[src/rtl/psbt_pkg.sv]
// psbt_pkg: register map, reset values, field layout, types and timing constants
// assumes one 125 MHz hclk domain and whole-word AHB-Lite access
// Overview of operation
// - separate dead time inside each bridge leg
// - leg one and leg two gaps set separately
// - one load sensitivity shared by both legs
// - zero bridge sensitivity keeps dead times fixed
// - rectifier falls a set delay after primary
// - rectifier delay grows with sensed current
// - zero rectifier sensitivity gives fixed delay
// - minimum pulse in 5.92 ns units enforced
// - short demand gives even count of minimum pulses
// - burst ends on the leg-two-high cycle unless run is cleared
// - shutdown until demand reaches the minimum pulse
// - master drives half-duty sync at oscillator rate
// - slave runs ninety degrees behind the master
// - oscillator runs at twice switching frequency
// - ramp added at limit and peak comparators
`default_nettype none
package psbt_pkg;
  localparam int unsigned CLK_PERIOD_PS = 8000;
  localparam int unsigned MINP_UNIT_PS  = 5920;
  localparam int unsigned SENS_SHIFT    = 12;

  localparam logic [7:0] OFF_CTRL      = 8'h00;
  localparam logic [7:0] OFF_OSC       = 8'h04;
  localparam logic [7:0] OFF_DEMAND    = 8'h08;
  localparam logic [7:0] OFF_LEG1_GAP  = 8'h0C;
  localparam logic [7:0] OFF_LEG2_GAP  = 8'h10;
  localparam logic [7:0] OFF_RECT_GAP  = 8'h14;
  localparam logic [7:0] OFF_SENS      = 8'h18;
  localparam logic [7:0] OFF_MIN_PULSE = 8'h1C;
  localparam logic [7:0] OFF_SENSE     = 8'h20;
  localparam logic [7:0] OFF_RAMP      = 8'h24;
  localparam logic [7:0] OFF_LIMIT     = 8'h28;
  localparam logic [7:0] OFF_STATUS    = 8'h2C;

  localparam int unsigned CTRL_RUN_BIT   = 0;
  localparam int unsigned CTRL_SLAVE_BIT = 1;
  localparam int unsigned CTRL_PEAK_BIT  = 2;
  localparam int unsigned SENS_RECT_LSB  = 4;
  localparam int unsigned LIMIT_PEAK_LSB = 8;

  localparam logic [15:0] RST_OSC_PERIOD = 16'h0271;
  localparam logic [15:0] RST_DEMAND     = 16'h0064;
  localparam logic [7:0]  RST_GAP        = 8'h08;
  localparam logic [7:0]  RST_MIN_PULSE  = 8'h0D;
  localparam logic [7:0]  RST_LEVEL      = 8'hFF;

  typedef enum logic [1:0] {
    PSBT_RUN   = 2'b00,
    PSBT_BURST = 2'b01,
    PSBT_SHUT  = 2'b10
  } psbt_mode_t;

  typedef struct packed {
    logic        run_enable;
    logic        slave_select;
    logic        peak_mode;
    logic [15:0] osc_period;
    logic [15:0] demand;
    logic [7:0]  leg1_gap_setting;
    logic [7:0]  leg2_gap_setting;
    logic [7:0]  rectifier_gap_setting;
    logic [3:0]  bridge_gap_sensitivity;
    logic [3:0]  rectifier_gap_sensitivity;
    logic [7:0]  minimum_on_pulse;
    logic [7:0]  sense_code;
    logic [7:0]  ramp_slope_setting;
    logic [7:0]  limit_level;
    logic [7:0]  peak_level;
  } psbt_cfg_t;
endpackage
`default_nettype wire

[src/rtl/psbt_core.sv]
// psbt_core: phase-shifted bridge timing core with AHB-Lite register slave
// assumes hclk at 125 MHz, gate drivers on the drive outputs, sync pin resolved outside
`default_nettype none
module psbt_core (
  // clock and reset
  input  wire logic        hclk,
  input  wire logic        hresetn,
  // ahb-lite slave
  input  wire logic        hsel,
  input  wire logic [31:0] haddr,
  input  wire logic [1:0]  htrans,
  input  wire logic        hwrite,
  input  wire logic [2:0]  hsize,
  input  wire logic [31:0] hwdata,
  input  wire logic        hready,
  output logic             hreadyout,
  output logic             hresp,
  output logic [31:0]      hrdata,
  // bridge and rectifier drives
  output logic             leg1_high_drive,
  output logic             leg1_low_drive,
  output logic             leg2_high_drive,
  output logic             leg2_low_drive,
  output logic             rectifier_drive_one,
  output logic             rectifier_drive_two,
  // sync pin
  input  wire logic        sync_in,
  output logic             sync_out,
  output logic             sync_oe
);

  psbt_pkg::psbt_cfg_t  cfg,      next_cfg;
  psbt_pkg::psbt_mode_t mode,     next_mode;
  logic                 ap_write, next_ap_write;
  logic [7:0]           ap_addr,  next_ap_addr;
  logic [31:0]          rd_data,  next_rd_data;
  logic [15:0]          osc_cnt,  next_osc_cnt;
  logic                 half,     next_half;
  logic [2:0]           sync_sh,  next_sync_sh;
  logic                 sync_lvl, next_sync_lvl;
  logic                 sync_o,   next_sync_o;
  logic                 sync_e,   next_sync_e;
  logic [15:0]          ramp,     next_ramp;
  logic                 cl_trip,  next_cl_trip;
  logic                 pk_trip,  next_pk_trip;
  logic [1:0]           drv_hi, drv_lo, rect;
  logic [1:0]           tgt_hi, prim;
  logic [7:0]           gap_leg [2];
  logic [8:0]           gap_ef;
  logic [19:0]          adj_leg [2];
  logic [19:0]          adj_ef;
  logic [31:0]          minp_num;
  logic [15:0]          minp_cyc, period, per_half, on_time;
  logic [12:0]          cmp_val;
  logic                 take, sync_rise, period_start, demand_ok, pw_on, legs_en;

  // bus slave: zero wait states, address phase registered
  always_comb begin
    logic [31:0] rv;
    rv            = 32'h0000_0000;
    take          = hsel && htrans[1] && hready;
    next_ap_write = take && hwrite && (haddr[31:8] == 24'h00_0000);
    next_ap_addr  = take ? haddr[7:0] : ap_addr;
    unique case (haddr[7:0])
      psbt_pkg::OFF_CTRL:      rv = {29'h0, cfg.peak_mode, cfg.slave_select, cfg.run_enable};
      psbt_pkg::OFF_OSC:       rv = {16'h0000, cfg.osc_period};
      psbt_pkg::OFF_DEMAND:    rv = {16'h0000, cfg.demand};
      psbt_pkg::OFF_LEG1_GAP:  rv = {24'h00_0000, cfg.leg1_gap_setting};
      psbt_pkg::OFF_LEG2_GAP:  rv = {24'h00_0000, cfg.leg2_gap_setting};
      psbt_pkg::OFF_RECT_GAP:  rv = {24'h00_0000, cfg.rectifier_gap_setting};
      psbt_pkg::OFF_SENS:      rv = {24'h00_0000, cfg.rectifier_gap_sensitivity,
                                     cfg.bridge_gap_sensitivity};
      psbt_pkg::OFF_MIN_PULSE: rv = {24'h00_0000, cfg.minimum_on_pulse};
      psbt_pkg::OFF_SENSE:     rv = {24'h00_0000, cfg.sense_code};
      psbt_pkg::OFF_RAMP:      rv = {24'h00_0000, cfg.ramp_slope_setting};
      psbt_pkg::OFF_LIMIT:     rv = {16'h0000, cfg.peak_level, cfg.limit_level};
      psbt_pkg::OFF_STATUS:    rv = {20'h0_0000, rect, drv_lo, drv_hi, pk_trip, cl_trip,
                                     half, 1'b0, mode};
      default:                 rv = 32'h0000_0000;
    endcase
    next_rd_data = (take && !hwrite && haddr[31:8] == 24'h00_0000) ? rv : 32'h0000_0000;
    next_cfg = cfg;
    if (ap_write) begin
      unique case (ap_addr)
        psbt_pkg::OFF_CTRL: begin
          next_cfg.run_enable   = hwdata[psbt_pkg::CTRL_RUN_BIT];
          next_cfg.slave_select = hwdata[psbt_pkg::CTRL_SLAVE_BIT];
          next_cfg.peak_mode    = hwdata[psbt_pkg::CTRL_PEAK_BIT];
        end
        psbt_pkg::OFF_OSC:       next_cfg.osc_period = hwdata[15:0];
        psbt_pkg::OFF_DEMAND:    next_cfg.demand = hwdata[15:0];
        psbt_pkg::OFF_LEG1_GAP:  next_cfg.leg1_gap_setting = hwdata[7:0];
        psbt_pkg::OFF_LEG2_GAP:  next_cfg.leg2_gap_setting = hwdata[7:0];
        psbt_pkg::OFF_RECT_GAP:  next_cfg.rectifier_gap_setting = hwdata[7:0];
        psbt_pkg::OFF_SENS: begin
          next_cfg.bridge_gap_sensitivity    = hwdata[3:0];
          next_cfg.rectifier_gap_sensitivity = hwdata[psbt_pkg::SENS_RECT_LSB +: 4];
        end
        psbt_pkg::OFF_MIN_PULSE: next_cfg.minimum_on_pulse = hwdata[7:0];
        psbt_pkg::OFF_SENSE:     next_cfg.sense_code = hwdata[7:0];
        psbt_pkg::OFF_RAMP:      next_cfg.ramp_slope_setting = hwdata[7:0];
        psbt_pkg::OFF_LIMIT: begin
          next_cfg.limit_level = hwdata[7:0];
          next_cfg.peak_level  = hwdata[psbt_pkg::LIMIT_PEAK_LSB +: 8];
        end
        default: next_cfg = cfg;
      endcase
    end
  end

  always_ff @(posedge hclk or negedge hresetn) begin
    if (!hresetn) begin
      cfg           <= '{run_enable: 1'b0, slave_select: 1'b0, peak_mode: 1'b0,
                         osc_period: psbt_pkg::RST_OSC_PERIOD,
                         demand: psbt_pkg::RST_DEMAND,
                         leg1_gap_setting: psbt_pkg::RST_GAP,
                         leg2_gap_setting: psbt_pkg::RST_GAP,
                         rectifier_gap_setting: psbt_pkg::RST_GAP,
                         bridge_gap_sensitivity: 4'h0, rectifier_gap_sensitivity: 4'h0,
                         minimum_on_pulse: psbt_pkg::RST_MIN_PULSE, sense_code: 8'h00,
                         ramp_slope_setting: 8'h00, limit_level: psbt_pkg::RST_LEVEL,
                         peak_level: psbt_pkg::RST_LEVEL};
      ap_write  <= 1'b0;
      ap_addr   <= 8'h00;
      rd_data   <= 32'h0000_0000;
      hreadyout <= 1'b1;
      hresp     <= 1'b0;
    end else begin
      cfg       <= next_cfg;
      ap_write  <= next_ap_write;
      ap_addr   <= next_ap_addr;
      rd_data   <= next_rd_data;
      hreadyout <= 1'b1;
      hresp     <= 1'b0;
    end
  end
  assign hrdata = rd_data;

  // settings to cycle counts; sensitivity scales the sensed current code
  always_comb begin
    adj_leg[0] = 20'(cfg.leg1_gap_setting) * 20'(cfg.bridge_gap_sensitivity)
                 * 20'(cfg.sense_code);
    adj_leg[1] = 20'(cfg.leg2_gap_setting) * 20'(cfg.bridge_gap_sensitivity)
                 * 20'(cfg.sense_code);
    adj_ef     = 20'(cfg.rectifier_gap_setting) * 20'(cfg.rectifier_gap_sensitivity)
                 * 20'(cfg.sense_code);
    // bridge gap shrinks with load, never below one cycle
    gap_leg[0] = cfg.leg1_gap_setting - adj_leg[0][psbt_pkg::SENS_SHIFT +: 8];
    gap_leg[1] = cfg.leg2_gap_setting - adj_leg[1][psbt_pkg::SENS_SHIFT +: 8];
    if (gap_leg[0] == 8'h00) gap_leg[0] = 8'h01;
    if (gap_leg[1] == 8'h00) gap_leg[1] = 8'h01;
    // rectifier delay grows with load
    gap_ef = 9'(cfg.rectifier_gap_setting) + 9'(adj_ef[psbt_pkg::SENS_SHIFT +: 8]);
    if (gap_ef == 9'h000) gap_ef = 9'h001;
    minp_num = 32'(cfg.minimum_on_pulse) * psbt_pkg::MINP_UNIT_PS
               + (psbt_pkg::CLK_PERIOD_PS - 1);
    minp_cyc = 16'(minp_num / psbt_pkg::CLK_PERIOD_PS);
    if (minp_cyc == 16'h0000) minp_cyc = 16'h0001;
    period   = (cfg.osc_period < 16'h0002) ? 16'h0002 : cfg.osc_period;
    per_half = period >> 1;
    demand_ok = cfg.demand >= minp_cyc;
  end

  // oscillator, sync filter and sync drive
  always_comb begin
    next_sync_sh  = {sync_sh[1:0], sync_in};
    // stage 0 is read only by stage 1; a level counts once stages 1 and 2 agree
    next_sync_lvl = (sync_sh[1] == sync_sh[2]) ? sync_sh[2] : sync_lvl;
    sync_rise     = next_sync_lvl && !sync_lvl;
    next_half     = half;
    if (osc_cnt >= period - 16'h0001 && !(cfg.slave_select && sync_rise)) begin
      next_osc_cnt = 16'h0000;
      next_half    = !half;
    end else begin
      next_osc_cnt = osc_cnt + 16'h0001;
    end
    if (cfg.slave_select && sync_rise) next_osc_cnt = per_half;
    next_sync_e = !cfg.slave_select;
    next_sync_o = !cfg.slave_select && (sync_o ? next_osc_cnt < per_half : ~|next_osc_cnt);
  end

  always_ff @(posedge hclk or negedge hresetn) begin
    if (!hresetn) begin
      osc_cnt  <= 16'h0000;
      half     <= 1'b0;
      sync_sh  <= 3'b000;
      sync_lvl <= 1'b0;
      sync_o   <= 1'b0;
      sync_e   <= 1'b0;
    end else begin
      osc_cnt  <= next_osc_cnt;
      half     <= next_half;
      sync_sh  <= next_sync_sh;
      sync_lvl <= next_sync_lvl;
      sync_o   <= next_sync_o;
      sync_e   <= next_sync_e;
    end
  end
  assign sync_out = sync_o;
  assign sync_oe  = sync_e;

  // operating mode and pulse width; limit comparator may cut below the minimum
  always_comb begin
    period_start = (osc_cnt == 16'h0000) && !half;
    cmp_val      = 13'(cfg.sense_code) + 13'(ramp[15:4]);
    next_ramp    = ramp;
    if (osc_cnt == 16'h0000) next_ramp = 16'h0000;
    else if (17'(ramp) + 17'(cfg.ramp_slope_setting) > 17'h0FFFF) next_ramp = 16'hFFFF;
    else next_ramp = ramp + 16'(cfg.ramp_slope_setting);
    next_cl_trip = (osc_cnt == 16'h0000) ? 1'b0
                 : (cl_trip || cmp_val >= 13'(cfg.limit_level));
    next_pk_trip = (osc_cnt == 16'h0000) ? 1'b0
                 : (pk_trip || (cfg.peak_mode && cmp_val >= 13'(cfg.peak_level)));
    next_mode = mode;
    unique case (mode)
      psbt_pkg::PSBT_RUN:
        if (!cfg.run_enable) next_mode = psbt_pkg::PSBT_SHUT;
        else if (period_start && !demand_ok) next_mode = psbt_pkg::PSBT_BURST;
      psbt_pkg::PSBT_BURST:
        // entered at a period start, so the next one closes a whole pair
        if (!cfg.run_enable) next_mode = psbt_pkg::PSBT_SHUT;
        else if (period_start) next_mode = demand_ok ? psbt_pkg::PSBT_RUN
                                                     : psbt_pkg::PSBT_SHUT;
      psbt_pkg::PSBT_SHUT:
        if (cfg.run_enable && period_start && demand_ok) next_mode = psbt_pkg::PSBT_RUN;
      default: next_mode = psbt_pkg::PSBT_SHUT;
    endcase
    unique case (mode)
      psbt_pkg::PSBT_RUN:   on_time = demand_ok ? cfg.demand : minp_cyc;
      psbt_pkg::PSBT_BURST: on_time = minp_cyc;
      default:              on_time = 16'h0000;
    endcase
    legs_en = (mode != psbt_pkg::PSBT_SHUT);
    if (cfg.peak_mode) pw_on = legs_en && !cl_trip && (osc_cnt < minp_cyc || !pk_trip);
    else pw_on = !cl_trip && (osc_cnt < on_time);
    // half 0 delivers leg1 high with leg2 low, half 1 leg1 low with leg2 high
    tgt_hi[0] = !half;
    tgt_hi[1] = half ? pw_on : !pw_on;
    prim[0]   = drv_hi[0];
    prim[1]   = drv_lo[0];
  end

  always_ff @(posedge hclk or negedge hresetn) begin
    if (!hresetn) begin
      mode    <= psbt_pkg::PSBT_SHUT;
      ramp    <= 16'h0000;
      cl_trip <= 1'b0;
      pk_trip <= 1'b0;
    end else begin
      mode    <= next_mode;
      ramp    <= next_ramp;
      cl_trip <= next_cl_trip;
      pk_trip <= next_pk_trip;
    end
  end

  genvar k;
  generate
    for (k = 0; k < 2; k++) begin : g_ch
      logic [7:0] gcnt, next_gcnt, gap_lat, next_gap_lat;
      logic [8:0] rcnt, next_rcnt, ef_lat, next_ef_lat;
      logic [9:0] off_len, next_off_len, plow_len, next_plow_len;
      logic       next_hi, next_lo, next_rect;
      logic       on_any;

      // leg: break first, then make after the gap
      always_comb begin
        on_any       = drv_hi[k] || drv_lo[k];
        next_hi      = drv_hi[k];
        next_lo      = drv_lo[k];
        next_gcnt    = gcnt;
        next_gap_lat = gap_lat;
        if (!legs_en || (drv_hi[k] && !tgt_hi[k]) || (drv_lo[k] && tgt_hi[k])) begin
          next_hi      = 1'b0;
          next_lo      = 1'b0;
          next_gcnt    = gap_leg[k];
          next_gap_lat = gap_leg[k];
        end else if (!on_any) begin
          if (gcnt <= 8'h01) begin
            next_hi = tgt_hi[k];
            next_lo = !tgt_hi[k];
          end else begin
            next_gcnt = gcnt - 8'h01;
          end
        end
        next_off_len = on_any ? 10'h000 : ((off_len == 10'h3FF) ? off_len : off_len + 10'h001);
        // rectifier: rises with its primary, falls gap_ef cycles after it falls
        next_rcnt   = rcnt;
        next_ef_lat = ef_lat;
        next_rect   = rect[k];
        if (prim[k]) begin
          next_rect   = 1'b1;
          next_rcnt   = gap_ef;
          next_ef_lat = gap_ef;
        end else if (rcnt > 9'h001) begin
          next_rcnt = rcnt - 9'h001;
        end else begin
          next_rect = 1'b0;
        end
        next_plow_len = prim[k] ? 10'h000
                      : ((plow_len == 10'h3FF) ? plow_len : plow_len + 10'h001);
      end

      always_ff @(posedge hclk or negedge hresetn) begin
        if (!hresetn) begin
          drv_hi[k] <= 1'b0;
          drv_lo[k] <= 1'b0;
          rect[k]   <= 1'b0;
          gcnt      <= 8'h00;
          gap_lat   <= 8'h01;
          rcnt      <= 9'h000;
          ef_lat    <= 9'h001;
          off_len   <= 10'h3FF;
          plow_len  <= 10'h3FF;
        end else begin
          drv_hi[k] <= next_hi;
          drv_lo[k] <= next_lo;
          rect[k]   <= next_rect;
          gcnt      <= next_gcnt;
          gap_lat   <= next_gap_lat;
          rcnt      <= next_rcnt;
          ef_lat    <= next_ef_lat;
          off_len   <= next_off_len;
          plow_len  <= next_plow_len;
        end
      end

    end
  endgenerate

  assign leg1_high_drive     = drv_hi[0];
  assign leg1_low_drive      = drv_lo[0];
  assign leg2_high_drive     = drv_hi[1];
  assign leg2_low_drive      = drv_lo[1];
  assign rectifier_drive_one = rect[0];
  assign rectifier_drive_two = rect[1];
endmodule
`default_nettype wire

[config.mk]
export PLATFORM = sky130hd
export DESIGN_NAME = psbt_core
export DESIGN_NICKNAME = d
export VERILOG_FILES = /design/src/rtl/psbt_pkg.sv /design/src/rtl/psbt_core.sv
export SDC_FILE = /design/constraint.sdc
export NUM_CORES = 2
export LEC_CHECK = 0
export BUFFER_PORTS_ARGS = -buffer_cell sky130_fd_sc_hd__buf_2
export CAP_MARGIN = 20
export CORE_MARGIN = 10
export CORE_UTILIZATION = 55
export CTS_BUF_LIST = sky130_fd_sc_hd__clkbuf_8
export DETAILED_ROUTE_END_ITERATION = 6
export PLACE_DENSITY_LB_ADDON = 0.2
export SLEW_MARGIN = 5
export SYNTH_ARGS = -nofsm -noshare
export SYNTH_HDL_FRONTEND = slang
export SYNTH_SLANG_ARGS = --single-unit
[constraint.sdc]
create_clock -name hclk -period 16.8 [get_ports hclk]
set_clock_uncertainty 0.15 [all_clocks]
set_input_delay 0.84 -clock hclk [delete_from_list [all_inputs] [get_ports hclk]]
set_output_delay 0.84 -clock hclk [all_outputs]
set_load 0.1 [all_outputs]
==> flow_summary.json <==
{
  "track_usage_pct": 25.5,
  "syn2layout_area_growth_pct": 14.3,
  "drt_wl_total_um": 84000,
  "insertion_delay_ps": 560,
  "outcome": "finished clean",
  "drc": 0,
  "wl_per_cell_um": 19.8,
  "synth_cells": 3307,
  "first_iter_violations": 1826,
  "critPathSlowestCell": "dfstp_2",
  "grt_start_max_net_pins": 95,
  "rows": 84,
  "final_cell_mix": "359 x inv_1, 344 x nand2_1, 325 x ha_1",
  "r2r-start": "cfg[35]",
  "antenna_found_initial": 6,
  "ys_ff_latch": 215,
  "final_common_cell": "inv_1",
  "clk_path_buf_depth": 3,
  "root_buffer": "clkbuf_8",
  "yosysSeqAreaShare_pct": 18.5,
  "grt_pass1_vias": 26200,
  "endpoint_kind": "register",
  "multi_input_area_um2": 23100,
  "place_congestion": 0.934,
  "fill_cells": 4471,
  "min_period_over_period_pct": 97.0,
  "drive_gt1_share_pct": 19.7,
  "dieWidth_um": 251,
  "cts_tree": "done",
  "hold_buffers": 0,
  "grt_pass1_wl_um": 135000,
  "reg2reg_depth": 74,
  "critPathLaunchType": "register",
  "first_pass_iters": 6,
  "die_h_um": 251,
  "crit_path_max_fanout": 8,
  "cap_violations": 0,
  "slowest_delay_ps": 620,
  "clk_pin_slew_worst_paths_ps": 60,
  "vias": 25700,
  "cp-startpoint": "cfg[35]",
  "netlist_area_um2": 29300,
  "final_nets": 4170,
  "required_ps": 17080,
  "fmax_mhz": 61.4,
  "ys.flop_type": "dfrtp_1",
  "dieArea_um2": 62900,
  "reg2reg_to": "g_ch[1].gcnt[7]",
  "finalHoldViolCount": 0,
  "fp.coreArea_um2": 52700,
  "seq_area_um2": 5420,
  "hold_path_class": "input pin to asynchronous set/reset pin",
  "synth_edf_count": 0,
  "port_buffers": 78,
  "synth_warnings": 0,
  "start_util_pct": 55.7,
  "r2r_slack_ps": 510,
  "grt-ovfl-total": 0,
  "postSynthAreaPerCell_um2": 8.86,
  "tightest_slew_ps": 1060,
  "postRouteAntennaNets": 0,
  "arrival_ps": 16570,
  "slew_viol_final": 0,
  "synth.distinct_cells": 121,
  "drt-vias-per-instance": 6.05,
  "async_reset_ff_share_pct": 100,
  "final.min_clock_period_ps": 16290,
  "relSlewSlack_pct": 28.9,
  "path_class": "register to register",
  "tns_ps": 0,
  "setup_viol": 0,
  "htreeDepth": 2,
  "io_pins": 117,
  "place.detailed.hpwl_um": 64300,
  "cts-buffers-inserted": 37,
  "cts.sinks": 215
}
## what timing repair did
item                       in CTS  in global routing
gates resized for setup        17                195
pin swaps                       7                 95
setup buffers                   2                 46
gates cloned                    0                  0
setup endpoints to repair       8                 10
## kinds of logic (layout without fill, tap and decap cells)
group / Yosys count / in the layout / synth area share, %
compound gates: 612 / 612 / 15.0
xor+xnor: 182 / 182 / 5.57
fa+ha+maj: 566 / 566 / 30.1
buf+inv: 477 / 708 / 6.49
flops: 215 / 215 / 18.5
mux: 127 / 127 / 4.79
other cells: 2 / 23 / 0.0256
simple gates: 1126 / 1126 / 19.5
## how the worst max path moves through the flow
stage,to,depth (start not counted)
2_1_floorplan,g_ch[1].gcnt[1],71
3_3_place_gp,g_ch[1].gcnt[7],71
3_5_place_dp,g_ch[1].gcnt[7],72
4_1_cts,g_ch[1].gcnt[1],73
5_1_grt,g_ch[1].gcnt[4],76
6_report,g_ch[1].gcnt[7],74
## routing by layer
| layer | routed length (um) | track usage, % | up-vias |
|---|---|---|---|
| li1 | - | - | 11900 |
| met1 | 36000 | 34.0 | 12800 |
| met2 | 39700 | 42.4 | 885 |
| met3 | 5740 | 3.45 | 176 |
| met4 | 2530 | 7.56 | 2 |
| met5 | 11 | 0 | - |
## worst max-delay path: cells and delay by family, from the launching register on
family	cells	cell delay, ps
xor+xnor	2	560
simple gates	19	3390
flops	1	620
buf+inv	11	1460
compound gates	32	6510
fa+ha+maj	7	2620
mux	3	850
## through the flow
step,std cells,hold slack (ps),util [%],setup WS [ps],cell area (um^2)
2_1_floorplan,3325,181,-,409,29400
3_3_place_gp,4131,184,59.5,-19.3,31300
3_5_place_dp,4131,194,59.5,-334,31300
4_1_cts,4198,176,61.1,6.81,32200
5_1_grt,4246,197,63.6,-154,33500
6_report,4247,158,63.6,512,33500
## area by class of cell
| cell class | instances | area share, % |
|---|---|---|
| diodes | 3 | 0.0224 |
| clock inverters | 22 | 0.459 |
| inverters | 350 | 3.94 |
| well taps | 688 | 2.57 |
| repair buffers | 293 | 6.15 |
| flip-flops and latches | 215 | 16.2 |
| multi-input cells | 2633 | 68.9 |
| clock buffers | 43 | 1.77 |
## Yosys cell counts (all sizes together), types with 11 or more instances
library cell / number / area (um^2)
o2111ai: 15 / 138
mux2i: 20 / 200
o21bai: 26 / 195
or3: 23 / 154
nand3: 61 / 328
xnor2: 134 / 1190
nand2: 349 / 1310
o211ai: 32 / 269
clkbuf: 95 / 359
inv: 350 / 1320
o21a: 40 / 302
a31oi: 24 / 171
nor4: 37 / 238
a21o: 36 / 278
a22oi: 11 / 82.6
ha: 332 / 4150
nor3: 63 / 320
a211oi: 27 / 235
mux2: 107 / 1200
o21ai: 99 / 529
buf: 32 / 228
and2: 162 / 1010
a22o: 21 / 184
nand3b: 12 / 90.1
xor2: 48 / 443
nand4: 25 / 178
fa: 233 / 4660
o31ai: 22 / 170
a21oi: 142 / 718
a221oi: 25 / 236
nand2b: 53 / 332
and3: 37 / 231
dfrtp: 184 / 4600
nor2: 198 / 753
or4: 16 / 124
nor2b: 37 / 231
dfstp: 31 / 815
or2: 21 / 131
## registers in the layout, summed over array words and instances (netlist names), 2 cells and up
signal / count
ap_addr: 8
cfg: 107
g_ch.gcnt: 16
g_ch.rcnt: 18
hrdata: 16
mode: 2
osc_cnt: 16
ramp: 16
sync_sh: 3
Power is not shown: default switching activity piles up to over one toggle a cycle in this logic, so the estimate is an artifact.
